==> src/rtl/spmsp_defs.vh <==
`ifndef SPMSP_DEFS_VH
`define SPMSP_DEFS_VH

// register word indices, decoded from adr_i[3:2]
`define SPMSP_IDX_CTRL 2'h0
`define SPMSP_IDX_CSR 2'h1
`define SPMSP_IDX_DATA 2'h2

// reset values
`define SPMSP_CTRL_RST 8'h00
`define SPMSP_SEL_RST 2'h0
`define SPMSP_BYTE_RST 8'h00

// control register fields
`define SPMSP_C_IE 7
`define SPMSP_C_PE 6
`define SPMSP_C_RH 5
`define SPMSP_C_MS 4
`define SPMSP_C_POL 3
`define SPMSP_C_PHA 2
`define SPMSP_C_RL_HI 1
`define SPMSP_C_RL_LO 0

// control/status register fields
`define SPMSP_S_TCF 7
`define SPMSP_S_OVR 5
`define SPMSP_S_MASTER_FAULT_FLAG 4
`define SPMSP_S_BUSY 3
`define SPMSP_S_SSM 1
`define SPMSP_S_SSI 0

// sck half periods in clk cycles with the divide-by-2 stage bypassed
`define SPMSP_HALF_00 6'h02
`define SPMSP_HALF_01 6'h04
`define SPMSP_HALF_10 6'h10
`define SPMSP_HALF_11 6'h20

// byte framing
`define SPMSP_LAST_EDGE 4'hf
`define SPMSP_LAST_BIT 3'h7

`endif

==> src/rtl/spmsp_top.v <==
// Function
// master drives sck with rate, idle level and phase from configuration
// master data write loads shift register, sends on mosi msb first
// slave data write loads shift register, presents on miso msb first
// slave shifts only on clock edges received from the master
// byte end sets transfer-complete flag; interrupt when enabled
// master clears flag by status access then data read
// slave clears flag by status access then data read or write
// data writes ignored while flag set until status register read
// slave software clears flag before a second byte completes
// port enable cleared by reset and by select low in master
// master select cleared by select low; sets pin directions
// interrupt enable gates complete, fault and overrun onto interrupt
// polarity bit sets sck idle level in both modes
// phase 0 captures on first transition, phase 1 on second
// master rate is clk divided by 4 to 128; slave ignores it
// upper rate bit reset to 0; 0 adds a divide-by-2 stage
// master bits hold only while select high; soft select or pin
// slave select held low per byte or continuously per phase
// software writes status register before setting master bits
// master and slave use identical polarity and phase
// disable port before changing polarity at byte boundary
// slave sck no faster than half the clk rate; the synchroniser tracks clk/4 at most
// byte completing with flag set sets overrun, keeps old data
//
// The implementer's own choices: the Wishbone interface to the registers and the placing of the registers.
`timescale 1ns/100ps
`include "spmsp_defs.vh"
module spmsp_top (
  input wire clk_i,
  input wire rst_i,
  input wire ce_i,
  input wire cyc_i,
  input wire stb_i,
  input wire we_i,
  input wire [3:0] adr_i,
  input wire [3:0] sel_i,
  input wire [31:0] dat_i,
  output reg [31:0] dat_o,
  output reg ack_o,
  output reg irq_o,
  input wire sck_i,
  output reg sck_o,
  output reg sck_oe_o,
  input wire mosi_i,
  output reg mosi_o,
  output reg mosi_oe_o,
  input wire miso_i,
  output reg miso_o,
  output reg miso_oe_o,
  input wire ss_n_i
);
  localparam ST_IDLE = 1'b0;
  localparam ST_RUN = 1'b1;

  reg [7:0] serial_port_control;
  reg soft_select_manage;
  reg soft_select_level;
  reg transfer_complete_flag;
  reg overrun_flag;
  reg master_fault_flag;
  reg flag_seen_r;
  reg csr_read_r;
  reg fault_seen_r;
  reg [7:0] serial_port_data_reg;
  reg [7:0] shift_r;
  reg [2:0] bits_r;
  reg state_r;
  reg [5:0] half_cnt_r;
  reg [3:0] edge_r;
  reg sck_q_r;

  wire sck_s;
  wire mosi_s;
  wire miso_s;
  wire ss_n_s;

  spmsp_sync #(.RST_VAL(1'b0)) u_sync_sck (.clk_i(clk_i), .rst_i(rst_i), .ce_i(ce_i),
    .pin_i(sck_i), .level_o(sck_s));
  spmsp_sync #(.RST_VAL(1'b0)) u_sync_mosi (.clk_i(clk_i), .rst_i(rst_i), .ce_i(ce_i),
    .pin_i(mosi_i), .level_o(mosi_s));
  spmsp_sync #(.RST_VAL(1'b0)) u_sync_miso (.clk_i(clk_i), .rst_i(rst_i), .ce_i(ce_i),
    .pin_i(miso_i), .level_o(miso_s));
  spmsp_sync #(.RST_VAL(1'b1)) u_sync_ss (.clk_i(clk_i), .rst_i(rst_i), .ce_i(ce_i),
    .pin_i(ss_n_i), .level_o(ss_n_s));

  wire serial_irq_enable = serial_port_control[`SPMSP_C_IE];
  wire port_enable_bit = serial_port_control[`SPMSP_C_PE];
  wire rate_select_high = serial_port_control[`SPMSP_C_RH];
  wire master_select_bit = serial_port_control[`SPMSP_C_MS];
  wire clock_polarity_bit = serial_port_control[`SPMSP_C_POL];
  wire clock_phase_bit = serial_port_control[`SPMSP_C_PHA];
  wire [1:0] rate_select_low = serial_port_control[`SPMSP_C_RL_HI:`SPMSP_C_RL_LO];

  wire is_master = port_enable_bit & master_select_bit;
  wire is_slave = port_enable_bit & ~master_select_bit;
  // soft management replaces the pin with the programmed level
  wire ss_n_eff = soft_select_manage ? soft_select_level : ss_n_s;
  wire mode_fault = is_master & ~ss_n_eff;
  wire slave_sel = is_slave & ~ss_n_eff;

  // bus decode: one access per request, answered on the next edge
  wire bus_acc = cyc_i & stb_i & ~ack_o;
  wire [1:0] bus_idx = adr_i[3:2];
  wire acc_ctrl = bus_acc & (bus_idx == `SPMSP_IDX_CTRL);
  wire acc_csr = bus_acc & (bus_idx == `SPMSP_IDX_CSR);
  wire acc_data = bus_acc & (bus_idx == `SPMSP_IDX_DATA);
  wire wr_lane = we_i & sel_i[0];

  // half-period selection for the master clock
  reg [5:0] half_base;
  always @* begin
    case (rate_select_low)
      2'h0: half_base = `SPMSP_HALF_00;
      2'h1: half_base = `SPMSP_HALF_01;
      2'h2: half_base = `SPMSP_HALF_10;
      2'h3: half_base = `SPMSP_HALF_11;
      default: half_base = `SPMSP_HALF_00;
    endcase
  end
  // upper rate bit at 0 keeps the extra divide-by-2 stage in the path
  // the slowest rate needs 64 clocks per half period, one bit more than the counter
  wire [6:0] half_len = rate_select_high ? {1'b0, half_base} : {half_base, 1'b0};
  wire [6:0] half_m1 = half_len - 7'h01;

  // master edge generator
  wire m_tick = is_master & (state_r == ST_RUN) & (half_cnt_r == 6'h00);
  // even edges are leading transitions; phase picks which of them capture
  wire m_smp = m_tick & (edge_r[0] == clock_phase_bit);
  wire m_lch = m_tick & (edge_r[0] != clock_phase_bit);
  wire m_done = m_tick & (edge_r == `SPMSP_LAST_EDGE);

  // slave edge detect on the synchronised clock
  wire s_edge = slave_sel & (sck_s != sck_q_r);
  wire s_lead = (sck_q_r == clock_polarity_bit);
  wire s_smp = s_edge & (s_lead ^ clock_phase_bit);
  wire s_lch = s_edge & ~(s_lead ^ clock_phase_bit);

  wire smp = m_smp | s_smp;
  wire lch = m_lch | s_lch;
  wire din = is_master ? miso_s : mosi_s;
  wire [7:0] rx_next = smp ? {shift_r[6:0], din} : shift_r;
  wire s_done = s_smp & (bits_r == `SPMSP_LAST_BIT);
  wire xfer_done = m_done | s_done;

  wire busy = (state_r == ST_RUN) | (bits_r != 3'h0);
  // a write is dropped while the flag is up and the status was not read yet
  wire wr_block = transfer_complete_flag & ~csr_read_r;
  wire data_load = acc_data & wr_lane & ~wr_block & ~busy & port_enable_bit;
  wire data_rd = acc_data & ~we_i;
  wire data_wr = acc_data & wr_lane;
  wire tcf_clear = flag_seen_r & (data_rd | (data_wr & is_slave));

  // bus answer
  always @(posedge clk_i) begin
    if (rst_i) begin
      ack_o <= 1'b0;
      dat_o <= 32'h0000_0000;
    end else if (ce_i) begin
      ack_o <= bus_acc;
      if (bus_acc) begin
        dat_o <= 32'h0000_0000;
        if (~we_i) begin
          case (bus_idx)
            `SPMSP_IDX_CTRL: dat_o[7:0] <= serial_port_control;
            `SPMSP_IDX_CSR: begin
              dat_o[`SPMSP_S_TCF] <= transfer_complete_flag;
              dat_o[`SPMSP_S_OVR] <= overrun_flag;
              dat_o[`SPMSP_S_MASTER_FAULT_FLAG] <= master_fault_flag;
              dat_o[`SPMSP_S_BUSY] <= busy;
              dat_o[`SPMSP_S_SSM] <= soft_select_manage;
              dat_o[`SPMSP_S_SSI] <= soft_select_level;
            end
            `SPMSP_IDX_DATA: dat_o[7:0] <= serial_port_data_reg;
            default: dat_o <= 32'h0000_0000;
          endcase
        end
      end
    end
  end

  // configuration registers
  always @(posedge clk_i) begin
    if (rst_i) begin
      serial_port_control <= `SPMSP_CTRL_RST;
      soft_select_manage <= 1'b0;
      soft_select_level <= 1'b0;
    end else if (ce_i) begin
      if (acc_ctrl & wr_lane) begin
        serial_port_control <= dat_i[7:0];
      end
      if (acc_csr & wr_lane) begin
        soft_select_manage <= dat_i[`SPMSP_S_SSM];
        soft_select_level <= dat_i[`SPMSP_S_SSI];
      end
      // hardware clear beats a software write in the same cycle
      if (mode_fault) begin
        serial_port_control[`SPMSP_C_PE] <= 1'b0;
        serial_port_control[`SPMSP_C_MS] <= 1'b0;
      end
    end
  end

  // status flags; a hardware set always wins over a software clear
  always @(posedge clk_i) begin
    if (rst_i) begin
      transfer_complete_flag <= 1'b0;
      overrun_flag <= 1'b0;
      master_fault_flag <= 1'b0;
      flag_seen_r <= 1'b0;
      csr_read_r <= 1'b0;
      fault_seen_r <= 1'b0;
      serial_port_data_reg <= `SPMSP_BYTE_RST;
    end else if (ce_i) begin
      if (acc_csr & (transfer_complete_flag | overrun_flag)) begin
        flag_seen_r <= 1'b1;
      end
      if (acc_csr & ~we_i & transfer_complete_flag) begin
        csr_read_r <= 1'b1;
      end
      if (acc_csr & master_fault_flag) begin
        fault_seen_r <= 1'b1;
      end
      if (tcf_clear) begin
        transfer_complete_flag <= 1'b0;
        flag_seen_r <= 1'b0;
        csr_read_r <= 1'b0;
      end
      if (flag_seen_r & data_rd) begin
        overrun_flag <= 1'b0;
      end
      if (fault_seen_r & acc_ctrl & wr_lane) begin
        master_fault_flag <= 1'b0;
        fault_seen_r <= 1'b0;
      end
      if (mode_fault) begin
        master_fault_flag <= 1'b1;
      end
      if (xfer_done) begin
        if (transfer_complete_flag & ~tcf_clear) begin
          overrun_flag <= 1'b1;
        end else begin
          serial_port_data_reg <= rx_next;
        end
        transfer_complete_flag <= 1'b1;
      end
    end
  end

  // master clock sequencer
  always @(posedge clk_i) begin
    if (rst_i) begin
      state_r <= ST_IDLE;
      half_cnt_r <= 6'h00;
      edge_r <= 4'h0;
      sck_o <= 1'b0;
    end else if (ce_i) begin
      case (state_r)
        ST_IDLE: begin
          sck_o <= clock_polarity_bit;
          edge_r <= 4'h0;
          if (data_load & is_master) begin
            state_r <= ST_RUN;
            half_cnt_r <= half_m1[5:0];
          end
        end
        ST_RUN: begin
          if (~is_master) begin
            state_r <= ST_IDLE;
          end else if (half_cnt_r == 6'h00) begin
            half_cnt_r <= half_m1[5:0];
            sck_o <= ~sck_o;
            edge_r <= edge_r + 4'h1;
            if (m_done) begin
              state_r <= ST_IDLE;
            end
          end else begin
            half_cnt_r <= half_cnt_r - 6'h01;
          end
        end
        default: state_r <= ST_IDLE;
      endcase
    end
  end

  // shared shift path; the same bit register feeds mosi or miso
  always @(posedge clk_i) begin
    if (rst_i) begin
      shift_r <= `SPMSP_BYTE_RST;
      bits_r <= 3'h0;
      mosi_o <= 1'b0;
      miso_o <= 1'b0;
      sck_q_r <= 1'b0;
    end else if (ce_i) begin
      sck_q_r <= sck_s;
      if (data_load) begin
        shift_r <= dat_i[7:0];
        mosi_o <= dat_i[7];
        miso_o <= dat_i[7];
        bits_r <= 3'h0;
      end else begin
        if (smp) begin
          shift_r <= rx_next;
          bits_r <= bits_r + 3'h1;
        end
        if (lch) begin
          mosi_o <= shift_r[7];
          miso_o <= shift_r[7];
        end
        // deselect ends a partial byte so the next one starts at msb
        if (is_slave & ss_n_eff) begin
          bits_r <= 3'h0;
        end
        if (~port_enable_bit) begin
          bits_r <= 3'h0;
        end
      end
    end
  end

  // pin directions and interrupt
  always @(posedge clk_i) begin
    if (rst_i) begin
      sck_oe_o <= 1'b0;
      mosi_oe_o <= 1'b0;
      miso_oe_o <= 1'b0;
      irq_o <= 1'b0;
    end else if (ce_i) begin
      sck_oe_o <= is_master;
      mosi_oe_o <= is_master;
      miso_oe_o <= slave_sel;
      irq_o <= serial_irq_enable & (transfer_complete_flag | overrun_flag
        | master_fault_flag);
    end
  end
endmodule // spmsp_top

==> src/rtl/spmsp_sync.v <==
`timescale 1ns/100ps
// three-stage pin synchroniser; output follows once stages two and three agree
module spmsp_sync #(
  parameter RST_VAL = 1'b0
) (
  input wire clk_i,
  input wire rst_i,
  input wire ce_i,
  input wire pin_i,
  output reg level_o
);
  reg s1_r;
  reg s2_r;
  reg s3_r;

  always @(posedge clk_i) begin
    if (rst_i) begin
      s1_r <= RST_VAL;
      s2_r <= RST_VAL;
      s3_r <= RST_VAL;
      level_o <= RST_VAL;
    end else if (ce_i) begin
      s1_r <= pin_i;
      s2_r <= s1_r;
      s3_r <= s2_r;
      if (s2_r == s3_r) begin
        level_o <= s3_r;
      end
    end
  end
endmodule // spmsp_sync

==> config.mk <==
export PLATFORM = sky130hd
export DESIGN_NAME = spmsp_top
export DESIGN_NICKNAME = d
export VERILOG_FILES = /design/src/rtl/spmsp_top.v /design/src/rtl/spmsp_sync.v
export VERILOG_INCLUDE_DIRS = /design/src /design/src/rtl
export SDC_FILE = /design/constraint.sdc
export NUM_CORES = 1
export LEC_CHECK = 0
export BUFFER_PORTS_ARGS = -buffer_cell sky130_fd_sc_hd__buf_2
export CAP_MARGIN = 40
export CORE_AREA = 2 2 104 81
export DETAILED_ROUTE_END_ITERATION = 7
export DIE_AREA = 0 0 106 83
export PLACE_DENSITY = 0.79
export SYNTH_ARGS = -nofsm -noshare
export SYNTH_HDL_FRONTEND = slang
export SYNTH_HIERARCHICAL = 1
export SYNTH_SLANG_ARGS = --single-unit
==> constraint.sdc <==
create_clock -name clk_i -period 4.1 [get_ports clk_i]
set_clock_uncertainty 0.2 [all_clocks]
set_input_delay 0.41 -clock clk_i [delete_from_list [all_inputs] [get_ports clk_i]]
set_output_delay 0.41 -clock clk_i [all_outputs]
set_load 0.02 [all_outputs]
# [Yosys cells after proc, flatten, opt, wreduce, memory -nomap -nowiden]
# Index checks and enable logic that the tools add are counted.
[op_classes] addsub=4 n_mul=0 n_div=0 n_lt_le_gt_ge=0 eq_ne=19 shift=0 n_mux=50 bitwise_logic=60 n_reduce_logical=31
[op_table] op="bitwise AND 1 bit" count=40
[op_table] op="two-way mux 8 bit" count=4
[op_table] op="AND reduction 2 bit" count=16
[op_table] op="two-way mux 1 bit" count=25
[op_table] op="two-way mux 6 bit" count=4
[op_table] op="one-hot mux 6 bit (4 select lines)" count=1
[op_table] op="nonzero test 2 bit" count=8
[op_table] op="two-way mux 3 bit" count=4
[op_table] op="inverter 1 bit" count=12
[op_table] op="one-hot mux 6 bit (2 select lines)" count=1
[op_table] op="subtractor 6 x 1 -> 6 bit (second input constant)" count=2
[op_table] op="one-hot mux 3 bit (3 select lines)" count=1
[op_table] op="AND reduction 3 bit" count=3
[op_table] op="two-way mux 4 bit" count=2
[op_table] op="one-hot mux 1 bit (2 select lines)" count=4
[op_table] op="one-hot mux 4 bit (2 select lines)" count=1
[op_table] op="two-way mux 7 bit" count=1
[op_table] op="bitwise OR 1 bit" count=7
[op_table] op="equality test 1 bit" count=6
[op_table] op="equality test 2 bit (second input constant)" count=3
[op_table] op="zero test 6 bit" count=1
[op_table] op="one-hot mux 2 bit (3 select lines)" count=1
[op_table] op="adder 4 x 1 -> 4 bit (second input constant)" count=1
[op_table] op="equality test 2 x 1 -> 1 bit (second input constant)" count=2
[op_table] op="other kinds (11)" count=14
[totals] reg_bits=101 latch_bits=0 mem_bits_rw=0 romBits=0 inputBits=50 out_inout_bits=40 mem_count=0

# [Logic depth before layout (Yosys ltp)]
# Gate-level depths: netlist (run 1).
[depth] ltp_word=11 depth_mapped=9 ltp_nobuf=7

# [By module]
# The synthesis (run 1) kept the hierarchy.
[by_module_without_submodules] module="spmsp_top" instances=1 cells_per_inst=414 area_each_um2=3497.1 seq_area_each_um2=1221.2
[by_module_without_submodules] module="spmsp_sync (u_sync_miso ...)" instances=3 cells_per_inst=16 area_each_um2=171.4 seq_area_each_um2=80.1
[by_module_without_submodules] module="spmsp_sync (u_sync_ss)" instances=1 cells_per_inst=15 area_each_um2=147.6 seq_area_each_um2=80.1

# [Worst setup path after synthesis (run 1)]
# No wires, ideal clock.
[synth_path] kind="register to register" startpoint="register half_cnt_r[0]" endpoint="register edge_r[1]" arrival_time_ns=1.846 required_time_ns=3.772 setup_slack_ns=1.927 stages_incl_launch_ff=8 path_buffers=0 synth_period_minus_slack_ns=2.173 path_cell_list="dfxtp_1 inv_1 ha_1 or4b_1 nor3_2 mux2_2 a21oi_1 nor2_1"
[synth_between] elab_chain_len=3
[synth_lines] element="start, declared" line="spmsp_top.v:69" source="reg [5:0] half_cnt_r;"
[synth_lines] element="start signal, assigned" line="spmsp_top.v:264" source="half_cnt_r <= half_m1[5:0];"
[synth_lines] element="start signal, assigned" line="spmsp_top.v:271" source="half_cnt_r <= half_m1[5:0];"
[synth_lines] element="start signal, assigned" line="spmsp_top.v:278" source="half_cnt_r <= half_cnt_r - 6'h01;"
[synth_lines] element="zero test 6 bit" line="spmsp_top.v:270" source="end else if (half_cnt_r == 6'h00) begin"
[synth_lines] element="!= test 2 x 1 -> 1 bit (no source line)"
[synth_lines] element="AND reduction 3 bit (no source line)"
[synth_lines] element="end signal, assigned" line="spmsp_top.v:273" source="edge_r <= edge_r + 4'h1;"
[synth_lines] element="end, declared" line="spmsp_top.v:70" source="reg [3:0] edge_r;"
# No other way between the ends.
# A chain may end at the register's enable or synchronous reset.

# [Worst setup path after layout (run 1)]
[layout_path] startpoint="register serial_port_control[6]" endpoint="register serial_port_data_reg[2]"
[layout_between] elab_chain_len=8 word_cells_on_any_way=20 cone_classes="mux (1); bitwise (18); reduce/logical (1)"
[layout_lines] element="start, declared" line="spmsp_top.v:56" source="reg [7:0] serial_port_control;"
[layout_lines] element="start signal, assigned" line="spmsp_top.v:185" source="serial_port_control <= `SPMSP_CTRL_RST;"
[layout_lines] element="start signal, assigned" line="spmsp_top.v:190" source="serial_port_control <= dat_i[7:0];"
[layout_lines] element="bitwise AND 1 bit" line="spmsp_top.v:96" source="wire is_slave = port_enable_bit & ~master_select_bit;"
[layout_lines] element="bitwise AND 1 bit" line="spmsp_top.v:152" source="wire tcf_clear = flag_seen_r & (data_rd | (data_wr & is_slave));"
[layout_lines] element="bitwise OR 1 bit" line="spmsp_top.v:152"
[layout_lines] element="bitwise AND 1 bit" line="spmsp_top.v:152"
[layout_lines] element="inverter 1 bit" line="spmsp_top.v:240" source="if (transfer_complete_flag & ~tcf_clear) begin"
[layout_lines] element="bitwise AND 1 bit" line="spmsp_top.v:240"
[layout_lines] element="inverter 1 bit (no source line)"
[layout_lines] element="AND reduction 3 bit (no source line)"
[layout_lines] element="end signal, assigned" line="spmsp_top.v:213" source="serial_port_data_reg <= `SPMSP_BYTE_RST;"
[layout_lines] element="end signal, assigned" line="spmsp_top.v:243" source="serial_port_data_reg <= rx_next;"
[layout_lines] element="end, declared" line="spmsp_top.v:65" source="reg [7:0] serial_port_data_reg;"
# Parallel ways exist; a longest one is shown, timed or not.

==> results of run 1 <==
## how the worst min path moves through the flow
stage | start | end | slack [ns] | depth (start not counted)
after floorplan | u_sync_ss/s1_r | u_sync_ss/s2_r | 0.23 | 1
after global placement | u_sync_ss/s1_r | u_sync_ss/s2_r | 0.25 | 1
after detailed placement | u_sync_ss/s1_r | u_sync_ss/s2_r | 0.25 | 1
after CTS | ss_n_i | u_sync_ss/s1_r | 0.04 | 2
after global routing | ss_n_i | u_sync_ss/s1_r | 0.06 | 2
final | ss_n_i | u_sync_ss/s1_r | 0.05 | 2
## through the flow
stage               total power, uW  instance area [um^2]  hold slack, ns  utilization, %
finish                         1500                  4470          0.0518            57.7
global route                   1560                  4470          0.0631            57.7
CTS                            1510                  4470          0.0439            57.7
detailed placement              870                  4250           0.254            54.8
global placement                867                  4250           0.247            54.8
floorplan                       860                  4250           0.231               -
## layout make-up
class,count,area (um^2)
fillers,705,3270
inverters,23,86.3
flip-flops and latches,77,1540
well taps,105,131
repair buffers,40,210
clock buffers,10,128
clock inverters,6,96.3
multi-input cells,344,2280
## cell usage in the layout (no fill, tap or decap), types with 7 or more instances in the layout
cell type,netlist,routed
nand2b_1,15,15
buf_2,10,36
clkbuf_8,0,9
a311oi_2,7,7
a21oi_1,33,33
nand3_1,7,7
inv_1,23,23
nand2_1,40,40
a221oi_1,7,7
ha_1,7,7
o21ai_0,21,21
conb_1,1,24
mux2i_1,32,32
dfxtp_1,77,77
nor2_1,47,47
## metal layers
| metal | global-route usage (%) | vias to the layer above | part of all wire [%] |
|---|---|---|---|
| met2 | 34.2 | 115 | 46 |
| li1 | - | 1676 | - |
| met3 | 7.38 | 17 | 7.2 |
| met1 | 30.2 | 1606 | 45 |
| met5 | 0 | - | 0 |
| met4 | 7.89 | 0 | 1.6 |
## power by group through the flow
| stage | Sequential, uW | Combinational (uW) | Clock, uW |
|---|---|---|---|
| floorplan | 775 | 85.2 | 0 |
| global placement | 776 | 91.8 | 0 |
| detailed placement | 776 | 93.9 | 0 |
| CTS | 758 | 94.3 | 659 |
| global route | 759 | 104 | 695 |
| finish | 758 | 95.3 | 648 |
## logic make-up after synthesis
logic type / count (synthesis)
and+or+nand+nor: 155
AOI/OAI and AO/OA: 114
DFF: 77
adders and majority gates: 7
other: 1
buffers and inverters: 79
muxes: 34
xor gates and xnor gates: 10
==> flow_summary.ini, run 1 <==
[global_route]
grt_pass1_vias = 3231
antenna_found_initial = 0
grt_max_degree = 64
overflow = 0
grt_pass1_wl_mm = 15.8
track_usage_pct = 22.6

[critical_path]
path_cells = nand2_1, and4b_1, a32o_1, and2_1, a311oi_2
crit_arrival_ns = 2.62
worst_r2r_endpoint = serial_port_data_reg[2]
cp_num_cells = 5
r2r-start = serial_port_control[6]
reg2reg_setup_slack_ns = 1.51
cp_data_required_time_ns = 4.13
reg2reg_depth = 5
critPathTopFamily = simple AND/OR/NAND/NOR gates
critPathMaxStageDelay_ns = 0.64
critPathMaxFanout = 15
path_class = flip-flop to flip-flop
worstSetupEndpointType = flip-flop
critPathLaunch = serial_port_control[6]
worst-path-buf-inv = 0
crit_slowest_cell = dfxtp_1
start_kind = flip-flop
endpoint = serial_port_data_reg[2]

[power_and_ir_drop]
intPower_uw = 1130
power_density_nw_per_um2 = 336
power_frac_seq_pct = 50.5
leakagePower_uw = 0.00173
p_clk_share_pct = 43.1
sw_frac_of_total_pct = 24.7
p_comb_share_pct = 6.3
peakVddDrop_v = 0.000208
p_switching_uw = 372

[status]
status = finished, final reports clean

[yosys]
ys_seq_area_share_pct = 37.1
netlist_top_cells_count = 77 x dfxtp_1, 47 x nor2_1, 40 x nand2_1, 33 x a21oi_1, 32 x mux2i_1
synth_most_common_cell = dfxtp_1
synth_largest_area_cell = dfxtp_1
avgSynthCellArea_um2 = 8.72
synth_top_family_by_area = compound AO/OA/AOI/OAI gates
synth_area_leaders = dfxtp_1 37%, mux2i_1 7.7%, buf_4 5.1%
syn_area_um2 = 4160
synthFlopType = dfxtp_1
yosysWarningCount = 6
synth_compound_area_share_pct = 20.0
synthAdderAreaFrac_pct = 2.11
synth_edf_count = 0
synth_cell_types = 64
muxShareOfSynthArea_pct = 8.24
synth_top_area_share_pct = 37.1
yosys_register_bits = 77
synthXorXnorAreaFrac_pct = 2.44
synthSimpleGateAreaFrac_pct = 19.6
syn-instance-count = 477
synth-async-reset-ratio_pct = 0

[sta]
max_freq_mhz = 386
finalCriticalPeriod_ns = 2.59
relSlewSlack_pct = 48.1
final-max-slew-violation-count = 0
setup_viol = 0
finalHoldViolations = 0
worst_pin_slew_ns = 0.772
grt_setup_unrepaired = false
timing.final.crit_share_pct = 63.2
fin_ws_ns = 1.51
setup_tns_ns = 0

[clock_network]
cts.path.max_buffers = 2
cts_max_level = 3
ctsHoldBuffers = 0
cts_sinks = 77
cts_made_buffers = 9
clk_pin_slew_worst_paths_ns = 0.09
cts_resized = 0
cts_tree = done
cts-root-buf = clkbuf_8
post_cts_buffers = 0
clock_latency_ns = 0.37

[job]
cap_violations = 0

[detailed_routing]
ant_nets = 0
wl_mm = 9.49
via_per_inst = 5.64
vias = 3414
drt_pre_antenna_iters = 5
first_iter_violations = 324
drc_errors = 0
wl_per_cell_um = 15.7

[cells_and_area]
drive_gt1_share_pct = 16.6
antenna_cells = 0
finalNonFillerCells = 605
syn2layout_area_growth_pct = 7.49
layout.nets = 552

[placed_design]
dp_slack_ns = 1.34
place_hpwl_mm = 6.81
place_inst = 589
gp_congestion = 0.863
io_buffers = 36

[floorplan]
die-area_um2 = 8800
chipWidth_um = 106
dieHeight_um = 83
pin_count = 90
row_count = 28
start_util_pct = 53.7
core_um2 = 7740

[min_path]
hp-class = input port to flip-flop
(Power assumes the default switching activity.)
==> run 2, diff against run 1 <==
- CORE_AREA: 2 2 104 81 -> 2 2 110 85
- DIE_AREA: 0 0 106 83 -> 0 0 112 87
- PLACE_DENSITY: 0.79 -> 0.75
- clock period: 4.1 -> 2.22 ns (I/O delays scaled with it)
==> run 2 against run 1 <==
Compared with the run above:
- the run now ends with setup timing left
- final cell count rose by 9.4%
- fmax rose by 15%
- core utilization rose by 0.93 points
- critical path type unchanged
- highest routed layer unchanged
==> flow_summary.ini, run 2 (synthesis results as in run 1) <==
[critical_path]
crit_arrival_ns = 2.26
worst_r2r_endpoint = shift_r[6]
critPathLaunch = bits_r[0]
reg2reg_depth = 9
r2r-start = bits_r[0]
cp_data_required_time_ns = 2.23
worstSetupEndpointType = flip-flop
path_class = flip-flop to flip-flop
start_kind = flip-flop
reg2reg_setup_slack_ns = -0.03
critPathMaxFanout = 6

[cells_and_area]
final_cell_mix = 75 x dfxtp_1, 47 x nor2_1, 40 x nand2_1
final_core_util_pct = 58.7
drive_gt1_share_pct = 25.8
layout.nets = 602
antenna_cells = 0
finalNonFillerCells = 662
syn2layout_area_growth_pct = 23.9
fill_cells = 751
final_common_cell = dfxtp_1

[detailed_routing]
wl_mm = 10.4
ant_nets = 0
via_per_inst = 5.52
drc_errors = 0
wl_per_cell_um = 15.7
first_iter_violations = 309
drt_pre_antenna_iters = 5
vias = 3654

[global_route]
track_usage_pct = 21.4
overflow = 0
antenna_found_initial = 0
grt_pass1_wl_mm = 16.3
grt_pass1_vias = 3366
grt_max_degree = 59

[floorplan]
chipWidth_um = 112
start_util_pct = 47.4
die-area_um2 = 9740
core_um2 = 8780
row_count = 30
pin_count = 90
dieHeight_um = 87

[sta]
fin_ws_ns = -0.0341
relSlewSlack_pct = 64.9
final-max-slew-violation-count = 0
max_freq_mhz = 444
finalCriticalPeriod_ns = 2.25
worst_pin_slew_ns = 0.522
finalHoldViolations = 0
grt_setup_unrepaired = true
timing.final.crit_share_pct = 102
setup_viol = 3

[power_and_ir_drop]
peakVddDrop_v = 0.000615
leakagePower_uw = 0.00206
p_comb_share_pct = 6.6
power_frac_seq_pct = 42.7
p_clk_share_pct = 50.7
intPower_uw = 2580
p_switching_uw = 705
power_density_nw_per_um2 = 637
sw_frac_of_total_pct = 21.5

[clock_network]
cts_sinks = 77
cts.path.max_buffers = 2
cts-root-buf = clkbuf_16
cts_made_buffers = 9
clk_pin_slew_worst_paths_ns = 0.06
cts_tree = done
cts_max_level = 3
clock_latency_ns = 0.34

[status]
status = finished with violations
violations = setup timing

[min_path]
hold_depth = 3
hp-class = input port to flip-flop
hold_path_end = shift_r[4]
hp-start = dat_i[4]

[placed_design]
place_inst = 630
io_buffers = 36
place_hpwl_mm = 7.54
gp_congestion = 0.890

[job]
cap_violations = 0
==> run 2: cell types whose count changed in the layout (fill, tap and decap cells not counted), sizes merged <==
cell,previous run,this run
dlygate4sd3,0,13
clkinvlp,1,0
inv,24,23
buf,40,77
clkinv,2,1
clkbuf,10,13
==> run 2: final cells by class <==
type                    instances  area, um^2  area share (%)
clock buffers                  13         280            5.44
flip-flops and latches         77        1540            30.0
clock inverters                 3        65.1            1.26
repair buffers                 90         651            12.6
well taps                     112         140            2.72
multi-input cells             344        2390            46.3
inverters                      23        86.3            1.68
==> run 2: how the worst max path moves through the flow <==
stage,cells after the start,endpoint
floorplan,7,edge_r[1]
global placement,7,half_cnt_r[4]
detailed placement,7,half_cnt_r[4]
CTS,8,shift_r[6]
global route,8,shift_r[1]
finish,9,shift_r[6]
==> run 2: layer usage <==
layer	wire length (um)	track usage, %	part of all wire [%]	vias up
met1	4870	29.1	47	1703
met3	901	6.12	8.6	20
met5	0	0	0	-
met4	175	5.88	1.7	0
li1	-	-	-	1769
met2	4480	33.6	43	162
==> run 2: timing repair <==
item / 4_1_cts / 5_1_grt
pin swaps: 2 / 9
endpoints found under the setup margin: 10 / 28
buffers inserted: 0 / 3
gates resized for setup: 3 / 32
endpoints found under the hold margin: 13 / 0
hold buffers: 13 / 0
==> run 2: worst max-delay path, cell delays in order, from the launching register on <==
cell      delay, ns
dfxtp_2        0.32
inv_2          0.07
ha_4           0.12
or3b_4         0.41
nor3_4         0.30
buf_6          0.16
nand4_1        0.10
buf_4          0.19
o21ai_1        0.20
a221oi_2       0.06
==> run 2: power groups by stage <==
stage          logic, uW  registers, uW  clock network, uW
5_1_grt              232           1400               1730
3_3_place_gp         189           1430                  0
4_1_cts              210           1400               1680
3_5_place_dp         192           1430                  0
6_report             217           1400               1660
2_1_floorplan        157           1430                  0
==> run 2: stage by stage <==
step                      hold slack [ns]  total power (uW)  setup TNS (ns)  setup WS (ns)  instance area, um^2
final                              0.0160              3280         -0.0452        -0.0341                 5150
after global routing               0.0372              3370          -0.980        -0.0927                 5150
after CTS                          0.0150              3300               0        0.00271                 5020
after detailed placement            0.238              1620          -0.131        -0.0451                 4540
after global placement              0.232              1620               0         0.0139                 4540
after floorplan                    0.0944              1590               0         0.0466                 4250
==> run 3, diff against run 2 <==
- HOLD_SLACK_MARGIN: default -> 0.15
==> run 3 against run 2 <==
Compared with the run above:
- the run still ends with setup timing left
- sequential cell count is the same
- core utilization up 0.34 points
- clock power hardly changed
- fmax about the same
- routed wire length is 0.21% higher
- global-route usage barely moved
- die area did not move
- largest cell class unchanged
==> flow_summary.ini, run 3 (synthesis results as in run 1) <==
[global_route]
grt_pass1_wl_mm = 16.3
grt_max_degree = 59
overflow = 0
track_usage_pct = 21.4
grt_pass1_vias = 3376
antenna_found_initial = 0

[placed_design]
place_hpwl_mm = 7.54
gp_congestion = 0.890
io_buffers = 36
place_area_um2 = 4540
place_inst = 630

[clock_network]
cts.path.max_buffers = 2
clock_latency_ns = 0.34
cts_sinks = 77
clk_pin_slew_worst_paths_ns = 0.06
cts_made_buffers = 9
cts-root-buf = clkbuf_16
cts_max_level = 3
cts_tree = done

[cells_and_area]
antenna_cells = 0
syn2layout_area_growth_pct = 24.6
layout.nets = 605
seqCellArea_um2 = 1540
fill_cells = 749
drive_gt1_share_pct = 25.7
final_cell_mix = 75 x dfxtp_1, 47 x nor2_1, 40 x nand2_1
final_common_cell = dfxtp_1
multiInputGateArea_um2 = 2390
finalNonFillerCells = 665
stdcell_area_um2 = 5180

[floorplan]
pin_count = 90
start_util_pct = 47.4
die-area_um2 = 9740
chipWidth_um = 112
row_count = 30
dieHeight_um = 87
core_um2 = 8780

[sta]
finalHoldViolations = 0
setup_tns_ns = -0.0550
relSlewSlack_pct = 64.3
final-max-slew-violation-count = 0
setup_viol = 3
fin_ws_ns = -0.0334
finalCriticalPeriod_ns = 2.25
max_freq_mhz = 444
worst_pin_slew_ns = 0.531
grt_setup_unrepaired = true
timing.final.crit_share_pct = 102

[min_path]
hp-start = ce_i
hp-class = input port to flip-flop
hold_path_end = miso_oe_o
hold_depth = 4

[critical_path]
start_kind = flip-flop
worstSetupEndpointType = flip-flop
reg2reg_depth = 9
r2r-start = bits_r[0]
worst_r2r_endpoint = shift_r[6]
reg2reg_setup_slack_ns = -0.03
cp_data_required_time_ns = 2.23
crit_arrival_ns = 2.26
path_class = flip-flop to flip-flop
critPathMaxFanout = 6

[job]
cap_violations = 0

[status]
status = finished with violations
violations = setup timing

[detailed_routing]
drt_pre_antenna_iters = 5
ant_nets = 0
via_per_inst = 5.52
wl_mm = 10.4
vias = 3668
drc_errors = 0
first_iter_violations = 259
wl_per_cell_um = 15.7

[power_and_ir_drop]
leakagePower_uw = 0.00207
peakVddDrop_v = 0.000615
power_density_nw_per_um2 = 634
-- run 3: cell count changes in the layout (fill, tap and decap cells not counted) --
cell / change
dlygate4sd3_1: +3
-- run 3: routing by layer --
metal / vias up / wire length [um] / GRT usage (%)
met5: - / 0 / 0
met4: 0 / 163 / 5.88
met3: 21 / 841 / 6.05
met2: 140 / 4550 / 33.7
met1: 1724 / 4900 / 29.1
li1: 1783 / - / -
-- run 3: cell type report --
| type | instances | area share [%] |
|---|---|---|
| Timing Repair Buffer | 93 | 13.1 |
| Inverter | 23 | 1.67 |
| Multi-Input combinational cell | 344 | 46.1 |
| Sequential cell | 77 | 29.8 |
| Clock buffer | 13 | 5.41 |
| Tap cell | 112 | 2.70 |
| Clock inverter | 3 | 1.26 |
-- run 3: where the power goes --
| part | internal (uW) | leakage (uW) | total, uW | switching (uW) |
|---|---|---|---|---|
| combinational | 83.4 | 0.00128 | 221 | 138 |
| sequential | 1390 | 0.000623 | 1400 | 8.93 |
| clock | 1100 | 0.000172 | 1660 | 557 |
-- run 3: stage by stage --
step                worst slack (ns)  power, uW  util, %  hold WS [ns]
floorplan                     0.0466       1590        -        0.0944
global placement              0.0139       1620     51.6         0.232
detailed placement           -0.0451       1620     51.6         0.238
CTS                          0.00271       3300     57.5         0.178
global route                 -0.0927       3370     59.0         0.189
finish                       -0.0334       3290     59.0         0.197
-- run 3: repair_timing --
item | CTS | global route
buffers inserted | 0 | 3
endpoints found under the hold margin | 29 | 0
hold buffers | 16 | 0
cloned | 0 | 0
setup endpoints to repair | 10 | 28
gates resized for setup | 3 | 32
pin swaps | 2 | 9
-- run 3: worst max-delay path by stage --
stage | start | to | slack, ns | cells past startpoint
floorplan | half_cnt_r[0] | edge_r[1] | 0.05 | 7
global placement | bits_r[0] | half_cnt_r[4] | 0.01 | 7
detailed placement | bits_r[0] | half_cnt_r[4] | -0.05 | 7
CTS | bits_r[0] | shift_r[6] | 0.003 | 8
global route | bits_r[0] | shift_r[1] | -0.09 | 8
finish | bits_r[0] | shift_r[6] | -0.03 | 9
-- run 3: worst max-delay path: stages (launching register included) --
cell	delay, ns
dfxtp_2	0.32
inv_2	0.07
ha_4	0.12
or3b_4	0.41
nor3_4	0.31
buf_6	0.16
nand4_1	0.10
buf_4	0.19
o21ai_1	0.19
a221oi_2	0.06
